### src/hdl/irs_pkg.sv
/*
  Constants shared by the infrared pulse encoder/decoder: control register
  address, field positions, reset value and the bit timing in baud ticks.
  Assumes a baud tick that pulses sixteen times per serial bit.
*/
package irs_pkg;
  // Control register
  localparam logic [7:0] IRS_CTL_ADDR = 8'hBF;
  localparam logic [2:0] IRS_CTL_RESET = 3'h0;
  localparam int IRS_CTL_BITS = 3;
  localparam int IRS_EN_BIT = 0;
  localparam int IRS_RXEN_BIT = 1;
  localparam int IRS_LOOP_BIT = 2;
  // Bit timing in baud ticks
  localparam int IRS_TICKS_PER_BIT = 16;
  localparam int IRS_ZERO_LEAD = 7;
  localparam int IRS_ZERO_PULSE = 3;
  localparam int IRS_ZERO_TAIL = 6;
  localparam logic [3:0] IRS_PULSE_FIRST = 4'(IRS_ZERO_LEAD);
  localparam logic [3:0] IRS_PULSE_LAST = 4'(IRS_ZERO_LEAD + IRS_ZERO_PULSE - 1);
  localparam logic [3:0] IRS_BIT_LAST = 4'(IRS_ZERO_LEAD + IRS_ZERO_PULSE + IRS_ZERO_TAIL - 1);
  // Run of ones after which the decoder drops back to hunting
  localparam logic [3:0] IRS_IDLE_ONES = 4'hA;
endpackage

### src/hdl/irs_bit_if.sv
/*
  Valid/ready channel for decoded serial bits between the decoder, the
  buffer and the output stage. Assumes one clock shared by both ends.
*/
`timescale 1ns/10ps
interface irs_bit_if #(parameter int W = 1);
  logic valid;
  logic ready;
  logic [W-1:0] data;
  modport src (output valid, output data, input ready);
  modport snk (input valid, input data, output ready);
endinterface

### src/hdl/irs_pulse_dec.sv
/*
  Receive pulse decoder: finds the short low pulse in each bit period and
  hands one decoded bit per sixteen ticks to a valid/ready channel.
  Assumes the line input is already synchronised and idles high.
*/
`timescale 1ns/10ps
module irs_pulse_dec
  import irs_pkg::*;
(
  input wire logic clk,
  input wire logic reset,
  input wire logic enable,
  input wire logic tick,
  input wire logic line,
  irs_bit_if.src bits
);
  typedef struct packed {
    logic active;
    logic [3:0] cnt;
    logic sawLow;
    logic [3:0] ones;
    logic pend;
    logic pbit;
  } irs_dec_t;

  irs_dec_t st;
  irs_dec_t next_st;
  logic bitVal;

  assign bits.valid = st.pend;
  assign bits.data = st.pbit;

  // Phase is fixed by the first low sample, so only the first bit may jitter
  always_comb begin
    next_st = st;
    bitVal = !(st.sawLow || !line);
    if (st.pend && bits.ready) begin
      next_st.pend = 1'b0;
    end
    if (!enable) begin
      next_st = '0;
    end else if (tick && !st.active && !line) begin
      next_st.active = 1'b1;
      next_st.cnt = IRS_PULSE_FIRST + 4'h1;
      next_st.sawLow = 1'b1;
      next_st.ones = 4'h0;
    end else if (tick && st.active) begin
      next_st.cnt = st.cnt + 4'h1;
      next_st.sawLow = st.sawLow || !line;
      if (st.cnt == IRS_BIT_LAST) begin
        // A later bit overwrites a stalled one; the buffer keeps this rare
        next_st.pend = 1'b1;
        next_st.pbit = bitVal;
        next_st.sawLow = 1'b0;
        next_st.ones = bitVal ? st.ones + 4'h1 : 4'h0;
        if (bitVal && st.ones == IRS_IDLE_ONES - 4'h1) begin
          next_st.active = 1'b0;
        end
      end
    end
  end

  always_ff @(posedge clk) begin
    if (reset) begin
      st <= '0;
    end else begin
      st <= next_st;
    end
  end
endmodule // irs_pulse_dec

### src/hdl/irs_skid_buf.sv
/*
  Small FIFO on the decoded bit path so a stalled output stage loses no bit.
  Assumes both channels run on the same clock.
*/
`timescale 1ns/10ps
module irs_skid_buf #(
  parameter int W = 1,
  parameter int DEPTH = 2
) (
  input wire logic clk,
  input wire logic reset,
  irs_bit_if.snk inp,
  irs_bit_if.src outp
);
  localparam int PW = $clog2(DEPTH);
  localparam int CW = $clog2(DEPTH + 1);
  typedef struct packed {
    logic [DEPTH-1:0][W-1:0] mem;
    logic [PW-1:0] wp;
    logic [PW-1:0] rp;
    logic [CW-1:0] cnt;
  } irs_buf_t;

  irs_buf_t st;
  irs_buf_t next_st;
  logic push;
  logic pop;

  // Honest full and empty straight from the fill count
  assign inp.ready = st.cnt != CW'(DEPTH);
  assign outp.valid = st.cnt != '0;
  assign outp.data = st.mem[st.rp];

  always_comb begin
    next_st = st;
    push = inp.valid && inp.ready;
    pop = outp.valid && outp.ready;
    if (push) begin
      next_st.mem[st.wp] = inp.data;
      next_st.wp = (st.wp == PW'(DEPTH - 1)) ? '0 : st.wp + PW'(1);
    end
    if (pop) begin
      next_st.rp = (st.rp == PW'(DEPTH - 1)) ? '0 : st.rp + PW'(1);
    end
    if (push && !pop) begin
      next_st.cnt = st.cnt + CW'(1);
    end else if (pop && !push) begin
      next_st.cnt = st.cnt - CW'(1);
    end
  end

  always_ff @(posedge clk) begin
    if (reset) begin
      st <= '0;
    end else begin
      st <= next_st;
    end
  end
endmodule // irs_skid_buf

### src/hdl/irs_infrared_endec.sv
/*
  Infrared serial encoder/decoder between the first UART and an external
  infrared transceiver, with its one control register.
  Assumes baudTick is a one-cycle pulse from the UART rate generator on clk,
  sixteen per bit, and uartTxd changes only on such ticks.
*/
// Notes on behaviour
// - A one bit keeps the pulse output low for all sixteen ticks.
// - A zero bit gives seven low ticks, three high, then six low.
// - Pulse timing follows UART serial output and baud tick, sixteen ticks per bit.
// - A receive line high for a whole bit period decodes as one.
// - Seven high, three low, six high ticks on receive decode as zero.
// - Decoder works only with receive enabled; its output drives the UART input.
// - Only the first decoded bit may jitter; later bits are exactly sixteen ticks.
// - Loopback inverts the pulse output and feeds it to the decoder input.
// - Control resets to zero; upper bits ignore writes and read zero.
// - Receive enable bit one gates the receive path into the UART.
// - Enable bit zero switches the whole encoder/decoder on or off.
`timescale 1ns/10ps
module irs_infrared_endec
  import irs_pkg::*;
#(
  parameter int BUF_DEPTH = 2
) (
  input wire logic clk,
  input wire logic reset,
  input wire logic baudTick,
  input wire logic uartTxd,
  output logic uartRxd,
  input wire logic pulseRxIn,
  output logic pulseTxOut,
  input wire logic [7:0] regAddr,
  input wire logic [7:0] regWdata,
  input wire logic regWr,
  input wire logic regRd,
  output logic [7:0] regRdata
);

  typedef struct packed {
    logic [IRS_CTL_BITS-1:0] ctl;
    logic [7:0] rdata;
    logic txdPrev;
    logic [3:0] txPhase;
    logic txOut;
    logic [1:0] rxSync;
    logic rxOut;
    logic outBusy;
    logic [3:0] outCnt;
  } irs_top_t;

  irs_top_t st;
  irs_top_t next_st;

  logic endecOn;
  logic rxOn;
  logic loopOn;
  logic decLine;
  logic [3:0] nextPhase;
  logic hit;

  irs_bit_if #(.W(1)) decBits ();
  irs_bit_if #(.W(1)) outBits ();

  // Control fields
  assign endecOn = st.ctl[IRS_EN_BIT];
  assign rxOn = st.ctl[IRS_RXEN_BIT];
  assign loopOn = st.ctl[IRS_LOOP_BIT];
  assign hit = regAddr == IRS_CTL_ADDR;

  // In loopback the outside receive pin is ignored, so a stray transceiver
  // echo cannot corrupt the self test
  assign decLine = loopOn ? !st.txOut : st.rxSync[1];

  // Output stage takes a new bit only when the previous one is fully shown
  assign outBits.ready = !st.outBusy;

  // Decoder, enabled only with both the block and receive switched on
  irs_pulse_dec u_dec (
    .clk(clk),
    .reset(reset),
    .enable(endecOn && rxOn),
    .tick(baudTick),
    .line(decLine),
    .bits(decBits.src)
  );

  // Buffer between decoder and output stage
  irs_skid_buf #(.W(1), .DEPTH(BUF_DEPTH)) u_buf (
    .clk(clk),
    .reset(reset),
    .inp(decBits.snk),
    .outp(outBits.src)
  );

  // Next-state logic for register, encoder, pin synchroniser and output stage
  always_comb begin
    next_st = st;

    // Register write; unused upper bits are simply never stored
    if (regWr && hit) begin
      next_st.ctl = regWdata[IRS_CTL_BITS-1:0];
    end

    // Read data stands one cycle after the read strobe; unmapped reads give zero
    next_st.rdata = 8'h00;
    if (regRd && hit) begin
      next_st.rdata = {{(8 - IRS_CTL_BITS){1'b0}}, st.ctl};
    end

    // Two flip-flops before the receive pin is used
    next_st.rxSync = {st.rxSync[0], pulseRxIn};

    // Encoder phase restarts on every UART edge so it stays bit aligned
    nextPhase = st.txPhase + 4'h1;
    if (uartTxd != st.txdPrev) begin
      nextPhase = 4'h0;
    end
    if (baudTick) begin
      next_st.txdPrev = uartTxd;
      next_st.txPhase = nextPhase;
      // High only inside the pulse window of a zero bit
      next_st.txOut = !uartTxd && nextPhase >= IRS_PULSE_FIRST
        && nextPhase <= IRS_PULSE_LAST;
    end

    // Output stage shows each decoded bit for exactly sixteen ticks
    if (outBits.valid && !st.outBusy) begin
      next_st.outBusy = 1'b1;
      next_st.outCnt = 4'h0;
      next_st.rxOut = outBits.data;
    end else if (st.outBusy && baudTick) begin
      next_st.outCnt = st.outCnt + 4'h1;
      if (st.outCnt == IRS_BIT_LAST) begin
        next_st.outBusy = 1'b0;
      end
    end else if (!st.outBusy && baudTick) begin
      // Back to idle only after a whole tick with nothing to show, so the next
      // bit, which lands two clocks after the drop, follows without a gap;
      // this needs ticks at least two clocks apart
      next_st.rxOut = 1'b1;
    end

    // Switched off: pins rest, receive path quiet
    if (!endecOn) begin
      next_st.txOut = 1'b0;
      next_st.rxOut = 1'b1;
      next_st.outBusy = 1'b0;
    end
  end

  // State register
  always_ff @(posedge clk) begin
    if (reset) begin
      st <= '0;
      st.ctl <= IRS_CTL_RESET;
      st.rxSync <= 2'b11;
      st.txdPrev <= 1'b1;
      st.rxOut <= 1'b1;
    end else begin
      st <= next_st;
    end
  end

  // Pins and read data come straight from flip-flops
  assign pulseTxOut = st.txOut;
  assign uartRxd = st.rxOut;
  assign regRdata = st.rdata;
endmodule // irs_infrared_endec

### config.mk
export PLATFORM = sky130hd
export DESIGN_NAME = irs_infrared_endec
export DESIGN_NICKNAME = d
export VERILOG_FILES = /design/src/hdl/irs_pkg.sv /design/src/hdl/irs_bit_if.sv /design/src/hdl/irs_pulse_dec.sv /design/src/hdl/irs_skid_buf.sv /design/src/hdl/irs_infrared_endec.sv
export SDC_FILE = /design/constraint.sdc
export NUM_CORES = 1
export LEC_CHECK = 0
export ABC_AREA = 1
export ABC_CLOCK_PERIOD_IN_PS = 2700
export BUFFER_PORTS_ARGS = -buffer_cell sky130_fd_sc_hd__buf_2
export CAP_MARGIN = 20
export CORE_ASPECT_RATIO = 1.25
export CORE_MARGIN = 1
export CORE_UTILIZATION = 55
export CTS_CLUSTER_SIZE = 30
export DETAILED_ROUTE_END_ITERATION = 10
export PLACE_DENSITY = 0.87
export SYNTH_ARGS = -nofsm -noshare
export SYNTH_HDL_FRONTEND = slang
export SYNTH_SLANG_ARGS = --single-unit
### constraint.sdc
create_clock -name clk -period 2.7 [get_ports clk]
set_clock_uncertainty 0.15 [all_clocks]
set_input_delay 0.135 -clock clk [delete_from_list [all_inputs] [get_ports clk]]
set_output_delay 0.135 -clock clk [all_outputs]
set_load 0.1 [all_outputs]
==> results.yml, run 1 <==
status:
  status: "completed"
power:
  power_switching_uw: 335
  clkPwrFrac: 0.317
  finalPower_uw: 1180
  switching_share: 0.283
  pwr-share-seq: 0.519
  leakagePower_uw: 0.000864
  p_int_uw: 849
  vdd_drop_max_mv: 0.464
  power_density_mw_per_mm2: 580
  power_frac_comb: 0.164
layout:
  fin_nets: 300
  final_cell_mix: "52 x nand2_1, 38 x dfxtp_1, 27 x nor2_1, 27 x a21oi_1, 24 x inv_1"
  antennaDiodeCount: 0
  areaGrowthSynthToFinish_pct: 14.5
  final_common_cell: "nand2_1"
  drive_gt1_frac: 0.143
clock_network:
  htreeDepth: 2
  cts_root_buffer: "clkbuf_4"
  clkTransAtPathRegs_ns: 0.11
  clockBufferDepth: 2
  insertion_delay_ns: 0.34
  cts_tree: "done"
  cts.sinks: 38
  numCtsBuffers: 5
  post_cts_buffers: 0
logic_synthesis:
  ys_top_cells_by_area: "dfxtp_1 43%, nand2_1 11%, a21oi_1 7.6%"
  synth.top_cell.area_share: 0.427
  synth_area_sq_mm: 0.00178
  synth_warnings: 0
  synth_cell_types: 25
  ys_seq_elements: 38
  async_flop_share: 0
  yosysSeqAreaShare: 0.427
  ys.flop_type: "dfxtp_1"
  avgSynthCellArea_sq_um: 7.43
  yosysTopAreaCell: "dfxtp_1"
  synth-edff-count: 0
  syn-instance-count: 240
routing:
  met2_length_mm: 1.86
  antenna_left: 0
  first_pass_iters: 4
  highest_layer: "met4"
  drt_iter0_markers: 28
  routed_wl_mm: 3.48
  drc: 0
  via_count: 1596
  wl_per_cell_um: 11.3
  routed-wl-met3_um: 131
  vias_per_cell: 5.18
  wl_met1_mm: 1.44
critical_path:
  crit_path_start: "u_buf.st[0]"
  crit_fanout: 5
  start_kind: "flip-flop"
  r2r-end: "u_buf.st[1]"
  critPathCaptureType: "flip-flop"
  reg2reg_depth: 7
  arrival_ns: 1.82
  crit_type: "reg -> reg"
  crit_path_end: "u_buf.st[1]"
  reg2reg_setup_slack_ns: 0.97
  rr_startpoint: "u_buf.st[0]"
  worstPathRequired_ns: 2.79
sta:
  rsz0062_at_grt: "no"
  maxSlewViolCount: 0
  fmax_ghz: 0.579
  setup_tns_ns: 0
  finalHoldViolations: 0
  setup_violations: 0
  period_needed_ns: 1.73
  timing.final.crit_share: 0.639
worst_hold_path:
  hp-class: "in -> reg"
global_routing:
  grt_pass1_wl_mm: 5.75
  grt_util_all_layers: 0.228
  grt_antenna_before_repair: 0
  grt_max_degree: 16
  grt_pass1_vias: 1495
  overflow: 0
place:
  dpl.hpwl_mm: 2.47
  port_buffers: 22
  gp_congestion: 0.782
die:
  die_h_um: 65.7
  pin_count: 33
  rows: 22
  start_util: 0.594
  dieArea_sq_mm: 0.00347
  core_region_area_sq_mm: 0.00300
  die_x_um: 52.9
job:
  maxCapViolCount: 0
[state kept, by name, summed over array words and instances (netlist names)]
| signal | flops |
|---|---|
| next_st | 1 |
| u_buf.st | 6 |
| u_dec.bits.valid | 1 |
| loopOn | 1 |
| u_dec.st | 10 |
| endecOn | 1 |
| u_dec.bits.data | 1 |
| regRdata | 3 |
| pulseTxOut | 1 |
| uartRxd | 1 |
| rxOn | 1 |
| st | 11 |
[worst max-delay path: stages (launching register included)]
cell	delay, ns
dfxtp_1	0.40
inv_1	0.11
a21boi_2	0.23
ha_1	0.29
a21oi_1	0.11
o21ai_0	0.11
o21ai_0	0.18
a21oi_1	0.05
[how the worst min path moves through the flow]
stage                          start           to  cells after the start
after floorplan                reset  u_buf.st[4]                      1
after global placement     pulseRxIn   next_st[7]                      2
after detailed placement   pulseRxIn   next_st[7]                      2
after CTS                   baudTick       st[10]                      2
after global routing           regWr       loopOn                      3
final                     regAddr[6]  regRdata[2]                      6
[synthesized netlist by cell type (2+ instances only)]
| master | n |
|---|---|
| or2_2 | 4 |
| xnor2_1 | 3 |
| o21ai_0 | 15 |
| nor2_1 | 27 |
| clkbuf_1 | 2 |
| dfxtp_1 | 38 |
| nand4_1 | 5 |
| buf_4 | 8 |
| nand2_1 | 52 |
| ha_1 | 6 |
| inv_1 | 24 |
| a21oi_1 | 27 |
| xor2_1 | 4 |
| nand3_1 | 14 |
[per-stage QoR]
| stage | util | cells | worst slack (ns) | instance area (sq um) | hold slack (ns) |
|---|---|---|---|---|---|
| 2_1_floorplan | - | 244 | 0.780 | 1800 | 0.0541 |
| 3_3_place_gp | 0.628 | 292 | 1.05 | 1890 | 0.166 |
| 3_5_place_dp | 0.628 | 292 | 1.00 | 1890 | 0.172 |
| 4_1_cts | 0.680 | 308 | 0.979 | 2040 | 0.0265 |
| 5_1_grt | 0.680 | 308 | 0.881 | 2040 | 0.0319 |
| 6_report | 0.680 | 308 | 0.974 | 2040 | 0.0294 |
[metal layers]
| metal | GRT usage | vias up |
|---|---|---|
| met2 | 0.449 | 34 |
| met4 | 0.0855 | 0 |
| met3 | 0.0694 | 5 |
| met1 | 0.206 | 733 |
| li1 | - | 824 |
| met5 | 0 | - |
[cells by family (layout without fill, tap and decap cells)]
family | after synthesis | count (layout) | share of synthesized area
adder cells (fa/ha/maj) | 6 | 6 | 0.0421
buffers and inverters | 35 | 63 | 0.0912
AO/OA/AOI/OAI | 46 | 46 | 0.138
flip-flops | 38 | 38 | 0.427
XOR/XNOR | 7 | 7 | 0.0344
AND/OR/NAND/NOR | 107 | 107 | 0.265
other | 1 | 5 | 0.00210
[area by class of cell]
class,instances,area (sq um)
Sequential cell,38,761
Multi-Input combinational cell,171,875
Clock inverter,1,30.0
Clock buffer,7,45.0
Tap cell,36,45.0
Fill cell,255,960
Inverter,25,95.1
Timing Repair Buffer,30,190
[power by group through the flow]
stage | Sequential [uW] | Combinational (uW) | Clock, uW
2_1_floorplan | 620 | 150 | 0
3_3_place_gp | 624 | 176 | 0
3_5_place_dp | 626 | 183 | 0
4_1_cts | 613 | 193 | 380
5_1_grt | 617 | 216 | 412
6_report | 615 | 195 | 375
[timing repair]
action                                  in CTS  in global routing
hold buffers                                 8                  0
endpoints found under the hold margin       14                  0
resized for setup                            0                  0
endpoints found under the setup margin       0                  0
No activity file was read; power rests on OpenSTA's default activity.
==> inputs of run 2 (changes only) <==
--- a/config.mk
+++ b/config.mk
@@ -6,15 +6,15 @@
 export NUM_CORES = 1
 export LEC_CHECK = 0
 export ABC_AREA = 1
-export ABC_CLOCK_PERIOD_IN_PS = 2700
+export ABC_CLOCK_PERIOD_IN_PS = 1400
 export BUFFER_PORTS_ARGS = -buffer_cell sky130_fd_sc_hd__buf_2
 export CAP_MARGIN = 20
 export CORE_ASPECT_RATIO = 1.25
 export CORE_MARGIN = 1
-export CORE_UTILIZATION = 55
+export CORE_UTILIZATION = 49
 export CTS_CLUSTER_SIZE = 30
 export DETAILED_ROUTE_END_ITERATION = 10
-export PLACE_DENSITY = 0.87
+export PLACE_DENSITY = 0.83
 export SYNTH_ARGS = -nofsm -noshare
 export SYNTH_HDL_FRONTEND = slang
 export SYNTH_SLANG_ARGS = --single-unit
==> constraint.sdc (replaced) <==
create_clock -name clk -period 1.4 [get_ports clk]
set_clock_uncertainty 0.15 [all_clocks]
set_input_delay 0.07 -clock clk [delete_from_list [all_inputs] [get_ports clk]]
set_output_delay 0.07 -clock clk [all_outputs]
set_load 0.1 [all_outputs]
==> run 2 against run 1 <==
  * Hold slack lost 0.11 ns
  * Routed wire length grew 25%
  * Clock power grew to 2.5 times the previous value
  * Core utilization is 0.73 points higher
  * Sequential cell count unchanged
  * Maximum frequency increased by 15%
  * The run now ends with hold timing, setup timing left
  * Final area increased by 17%
  * Sequential power up 95%
==> results.yml, run 2 (synthesis gave the netlist of run 1 again) <==
sta:
  maxSlewViolCount: 0
  fmax_ghz: 0.665
  period_needed_ns: 1.50
  holdWs_ns: -0.0810
  timing.final.crit_share: 1.07
  setup_violations: 5
  finalHoldViolations: 1
  finalWorstSetupSlack_ns: -0.103
  rsz0062_at_grt: "yes"
critical_path:
  worstPathRequired_ns: 1.47
  start_kind: "flip-flop"
  arrival_ns: 1.58
  path_cells: "ha_4 -> nand2_4 -> nor2_4 -> nand2_4 -> nor3_4 -> buf_4 -> a21oi_2 -> nor2_1"
  slowest_delay_ns: 0.36
  critPathSlowestCell: "dfxtp_2"
  crit_type: "reg -> reg"
  crit_fanout: 5
  crit_family: "simple AND/OR/NAND/NOR gates"
  crit_buf_inv: 1
  reg2reg_setup_slack_ns: -0.10
  cp_common_cell: "nand2_4"
  critPathCaptureType: "flip-flop"
routing:
  vias_per_cell: 5.21
  antenna_left: 0
  drt_iter0_markers: 57
  routed-wl-met3_um: 144
  wl_met1_mm: 1.62
  via_count: 1747
  met2_length_mm: 2.47
  first_pass_iters: 4
  wl_per_cell_um: 13.0
  drc: 0
  routed_wl_mm: 4.36
  highest_layer: "met4"
layout:
  final_cell_mix: "48 x nand2_1, 31 x dfxtp_1, 25 x nor2_1"
  areaGrowthSynthToFinish_pct: 34.3
  antennaDiodeCount: 0
  final_common_cell: "nand2_1"
  largest_reg_flops: 11
  drive_gt1_frac: 0.297
  top_register: "st"
  top_regs: "st: 11 flops, u_dec.st: 10 flops, u_buf.st: 6 flops"
  fin_nets: 325
die:
  pin_count: 33
  start_util: 0.512
  core_region_area_sq_mm: 0.00348
  dieArea_sq_mm: 0.00389
  die_x_um: 56.0
  rows: 24
  die_h_um: 69.4
clock_network:
  cts_root_buffer: "clkbuf_8"
  cts_tree: "done"
  htreeDepth: 2
  cts.sinks: 38
  numCtsBuffers: 5
  clkTransAtPathRegs_ns: 0.07
  cts_hold_buf: 8
  insertion_delay_ns: 0.29
  clockBufferDepth: 2
power:
  leakagePower_uw: 0.00103
  vdd_drop_max_mv: 0.942
  power_density_mw_per_mm2: 1140
  finalPower_uw: 2720
status:
  violations: "hold timing, setup timing"
  status: "complete, but fails checks"
global_routing:
  grt_max_degree: 15
  overflow: 0
  grt_pass1_vias: 1716
  grt_antenna_before_repair: 0
  grt_util_all_layers: 0.231
  grt_pass1_wl_mm: 7.05
worst_hold_path:
  hp-class: "in -> reg"
job:
  maxCapViolCount: 0
place:
  port_buffers: 22
  gp_congestion: 0.827
  dpl.hpwl_mm: 2.67
==> run 2: where the power goes <==
part	leakage [uW]	switching [uW]	internal, uW
clock network	0.0000573	381	570
registers	0.000311	63.5	1140
logic	0.000662	308	261
==> run 2: cell type report <==
| cell class | count | area [sq um] |
|---|---|---|
| fillers | 288 | 1090 |
| clock inverters | 1 | 30.0 |
| clock buffers | 6 | 82.6 |
| multi-input cells | 171 | 970 |
| flip-flops and latches | 38 | 777 |
| well taps | 39 | 48.8 |
| repair buffers | 55 | 389 |
| inverters | 25 | 97.6 |
==> run 2: tightest hold or removal path: cells and delay by family <==
| kind | cells | cell delay, ns |
|---|---|---|
| buffers and inverters | 1 | 0.11 |
| AO/OA/AOI/OAI | 1 | 0.09 |
| AND/OR/NAND/NOR | 1 | 0.06 |
==> run 2: path summary, 6_finish.rpt <==
check                                  from         endpoint  cells after the start
worst max-delay path            u_dec.st[8]  u_dec.bits.data                      8
worst min-delay path                  reset          uartRxd                      3
worst max register to register  u_dec.st[8]  u_dec.bits.data                      8
worst min register to register   next_st[7]            st[7]                      1
==> run 2: metrics by stage <==
stage               utilization  std cells  setup WS, ns  setup TNS (ns)  instance area (sq um)
floorplan                     -        244       -0.0343         -0.0343                   1850
global placement          0.597        314      -0.00798        -0.00798                   2080
detailed placement        0.597        314       -0.0545          -0.175                   2080
CTS                       0.666        331       -0.0916          -0.309                   2320
global route              0.688        335        -0.191          -0.612                   2390
finish                    0.688        335        -0.103          -0.150                   2390
==> run 2: layer usage <==
layer | up-vias | global-route usage
met3 | 16 | 0.0578
met1 | 818 | 0.223
li1 | 878 | -
met2 | 35 | 0.443
met4 | 0 | 0.117
met5 | - | 0
==> run 2: repair_timing <==
item,CTS,global route
endpoints found under the setup margin,8,13
setup buffers,2,4
gates resized for setup,10,14
pin swaps,11,6
hold endpoints to repair,14,1
==> inputs of run 3 (changes only) <==
--- a/config.mk
+++ b/config.mk
@@ -11,10 +11,11 @@
 export CAP_MARGIN = 20
 export CORE_ASPECT_RATIO = 1.25
 export CORE_MARGIN = 1
-export CORE_UTILIZATION = 49
+export CORE_UTILIZATION = 50
 export CTS_CLUSTER_SIZE = 30
 export DETAILED_ROUTE_END_ITERATION = 10
 export PLACE_DENSITY = 0.83
 export SYNTH_ARGS = -nofsm -noshare
 export SYNTH_HDL_FRONTEND = slang
+export SYNTH_HIERARCHICAL = 1
 export SYNTH_SLANG_ARGS = --single-unit
==> run 3 against run 2 <==
  * Sequential cell count is the same
  * Synthesized area rose by 6.7%
  * Power grew 4.6%
  * Critical path depth rose by 2
  * Critical endpoint is now pulseTxOut
  * Register-to-register slack better by 0.10 ns
  * Core utilization up 0.44 points
  * Count of clock-buffer cells in the layout unchanged
  * Maximum frequency grew 6.4%
  * The flow finishes with violations (DRC, setup timing)
==> results.yml, run 3 <==
status:
  status: "complete, but fails checks"
  violations: "DRC, setup timing"
logic_synthesis:
  synth_top_family_by_area: "simple AND/OR/NAND/NOR gates"
  synthTopCellsByCount: "66 x nand2_1, 38 x dfxtp_1, 38 x inv_1"
  synth-adder-area-share: 0.0394
  synthSimpleGateAreaFrac: 0.331
  synth.most_common_cell: "nand2_1"
  syn-instance-count: 271
  async_flop_share: 0
  yosysSeqAreaShare: 0.400
  synth.top_cell.area_share: 0.400
  ys.flop_type: "dfxtp_1"
  synth_compound_area_frac: 0.110
  synth-edff-count: 0
  ys_top_cells_by_area: "dfxtp_1 40%, nand2_1 13%, inv_1 7.5%"
  synth.area.mux_share: 0
  synth_area_sq_mm: 0.00190
  synthXorXnorAreaFrac: 0
  synth_cell_types: 27
  ys_seq_elements: 38
  synth_warnings: 6
  yosysTopAreaCell: "dfxtp_1"
  avgSynthCellArea_sq_um: 7.02
critical_path:
  path_cells: "dlygate4sd3_1 -> buf_2 -> inv_1 -> nand2_1 -> nand2_2 -> nand2_1 -> nand2_1 -> nand2_1 -> nand3_2 -> a21oi_2"
  crit_family: "buffers and inverters"
  critPathCaptureType: "flip-flop"
  worstPathRequired_ns: 1.48
  crit_buf_inv: 3
  arrival_ns: 1.49
  crit_fanout: 4
  critPathSlowestCell: "dlygate4sd3_1"
  start_kind: "primary input"
  cp_common_cell: "nand2_1"
  reg2reg_depth: 10
  crit_type: "in -> reg"
  cp.depth: 10
  slowest_delay_ns: 0.52
layout:
  fill_cells: 242
  largest_reg_flops: 11
  top_regs: "st: 11 flops, u_dec/st: 10 flops, u_buf/st: 6 flops"
  drive_gt1_frac: 0.302
  final_cells: 360
  top_register: "st"
  final_common_cell: "nand2_1"
  fin_nets: 350
  final_util: 0.692
  antennaDiodeCount: 0
  final_cell_mix: "59 x nand2_1, 34 x inv_1, 32 x nor2_1"
  areaGrowthSynthToFinish_pct: 29.9
global_routing:
  overflow: 0
  grt_pass1_wl_mm: 6.81
  grt_pass1_vias: 1653
  grt_antenna_before_repair: 0
  grt_max_degree: 12
  grt_util_all_layers: 0.218
clock_network:
  numCtsBuffers: 5
  clkTransAtPathRegs_ns: 0.08
  cts.sinks: 38
  htreeDepth: 2
  clockBufferDepth: 2
  cts_tree: "done"
  insertion_delay_ns: 0.29
  cts_root_buffer: "clkbuf_8"
worst_hold_path:
  hp-class: "in -> reg"
  hold_depth: 4
die:
  dieArea_sq_mm: 0.00406
  die_h_um: 71.0
  die_x_um: 57.2
  rows: 24
  pin_count: 33
  start_util: 0.533
  core_region_area_sq_mm: 0.00357
sta:
  period_needed_ns: 1.41
  maxSlewViolCount: 0
  finalWorstSetupSlack_ns: -0.0132
  fmax_ghz: 0.708
  setup_violations: 2
  finalHoldViolations: 0
  rsz0062_at_grt: "yes"
  timing.final.crit_share: 1.01
routing:
  vias_per_cell: 5.31
  wl_per_cell_um: 13.8
  drc: 4
  routed_wl_mm: 4.97
  antenna_left: 0
  drt_iter0_markers: 78
  via_count: 1911
  first_pass_iters: 10
place:
  dpl.hpwl_mm: 2.81
  placed_cells: 336
  gp_congestion: 0.828
  port_buffers: 22
power:
  power_density_mw_per_mm2: 1150
  vdd_drop_max_mv: 1.10
  leakagePower_uw: 0.00107
job:
  maxCapViolCount: 0
## run 3: cell types whose count changed after synthesis, sizes merged, moves of 4 or more
cell,previous run,this run
xor2,4,0
nand3,14,18
nand2,54,71
nor2,27,33
inv,24,41
## run 3: report_power, final
part           switching [uW]  internal [uW]  total (uW)
Clock                     375            570         945
Sequential               52.1           1130        1180
Combinational             422            295         717
## run 3: cells by family (layout without fill, tap and decap cells)
kind of cell / Yosys count / in the layout
flops: 38 / 38
compound gates: 40 / 40
buf+inv: 51 / 97
fa+ha+maj: 6 / 6
other cells: 1 / 5
simple gates: 135 / 135
## run 3: final cells by class
cell class              count  area [sq um]  area share
inverters                  41           160      0.0648
clock inverters             1          30.0      0.0121
flip-flops and latches     38           779       0.315
well taps                  39          48.8      0.0197
multi-input cells         186          1040       0.419
repair buffers             49           335       0.136
clock buffers               6          82.6      0.0334
## run 3: worst paths after layout
kind               start           to  slack [ns]
max              uartTxd   pulseTxOut       -0.01
min             baudTick   pulseTxOut        0.05
min reg2reg   next_st[7]        st[7]        0.28
max reg2reg  u_buf/st[0]  u_buf/st[1]           0
## run 3: metrics by stage
step                      setup TNS (ns)  hold WS, ns  setup WS (ns)  instance area (sq um)  power (uW)
after floorplan                        0      -0.0109        0.00337                   1920        1520
after global placement                 0        0.102        0.00505                   2090        1640
after detailed placement          -0.182        0.109        -0.0919                   2090        1670
after CTS                              0       0.0289         0.0112                   2300        2650
after global routing              -0.316       0.0643         -0.147                   2470        2940
final                            -0.0142       0.0459        -0.0132                   2470        2850
## run 3: layer usage
metal  global-route usage  up-vias  part of all wire
li1                     -      944                 -
met1                0.223      855              0.39
met2                0.401       87              0.51
met3               0.0676       25             0.060
met4               0.0976        0             0.046
met5                    0        -                 0
## run 3: what timing repair did
action                     CTS  global route
pin swaps                    3            11
gates resized for setup      7            31
hold endpoints to repair    12             3
hold buffers                 8             1
setup buffers                1             7
setup endpoints to repair    4            14
## run 3: worst min-delay path: cells and delay by family
kind	cells	cell delay (ns)
AND/OR/NAND/NOR	1	0.08
AO/OA/AOI/OAI	1	0.05
buffers and inverters	2	0.26
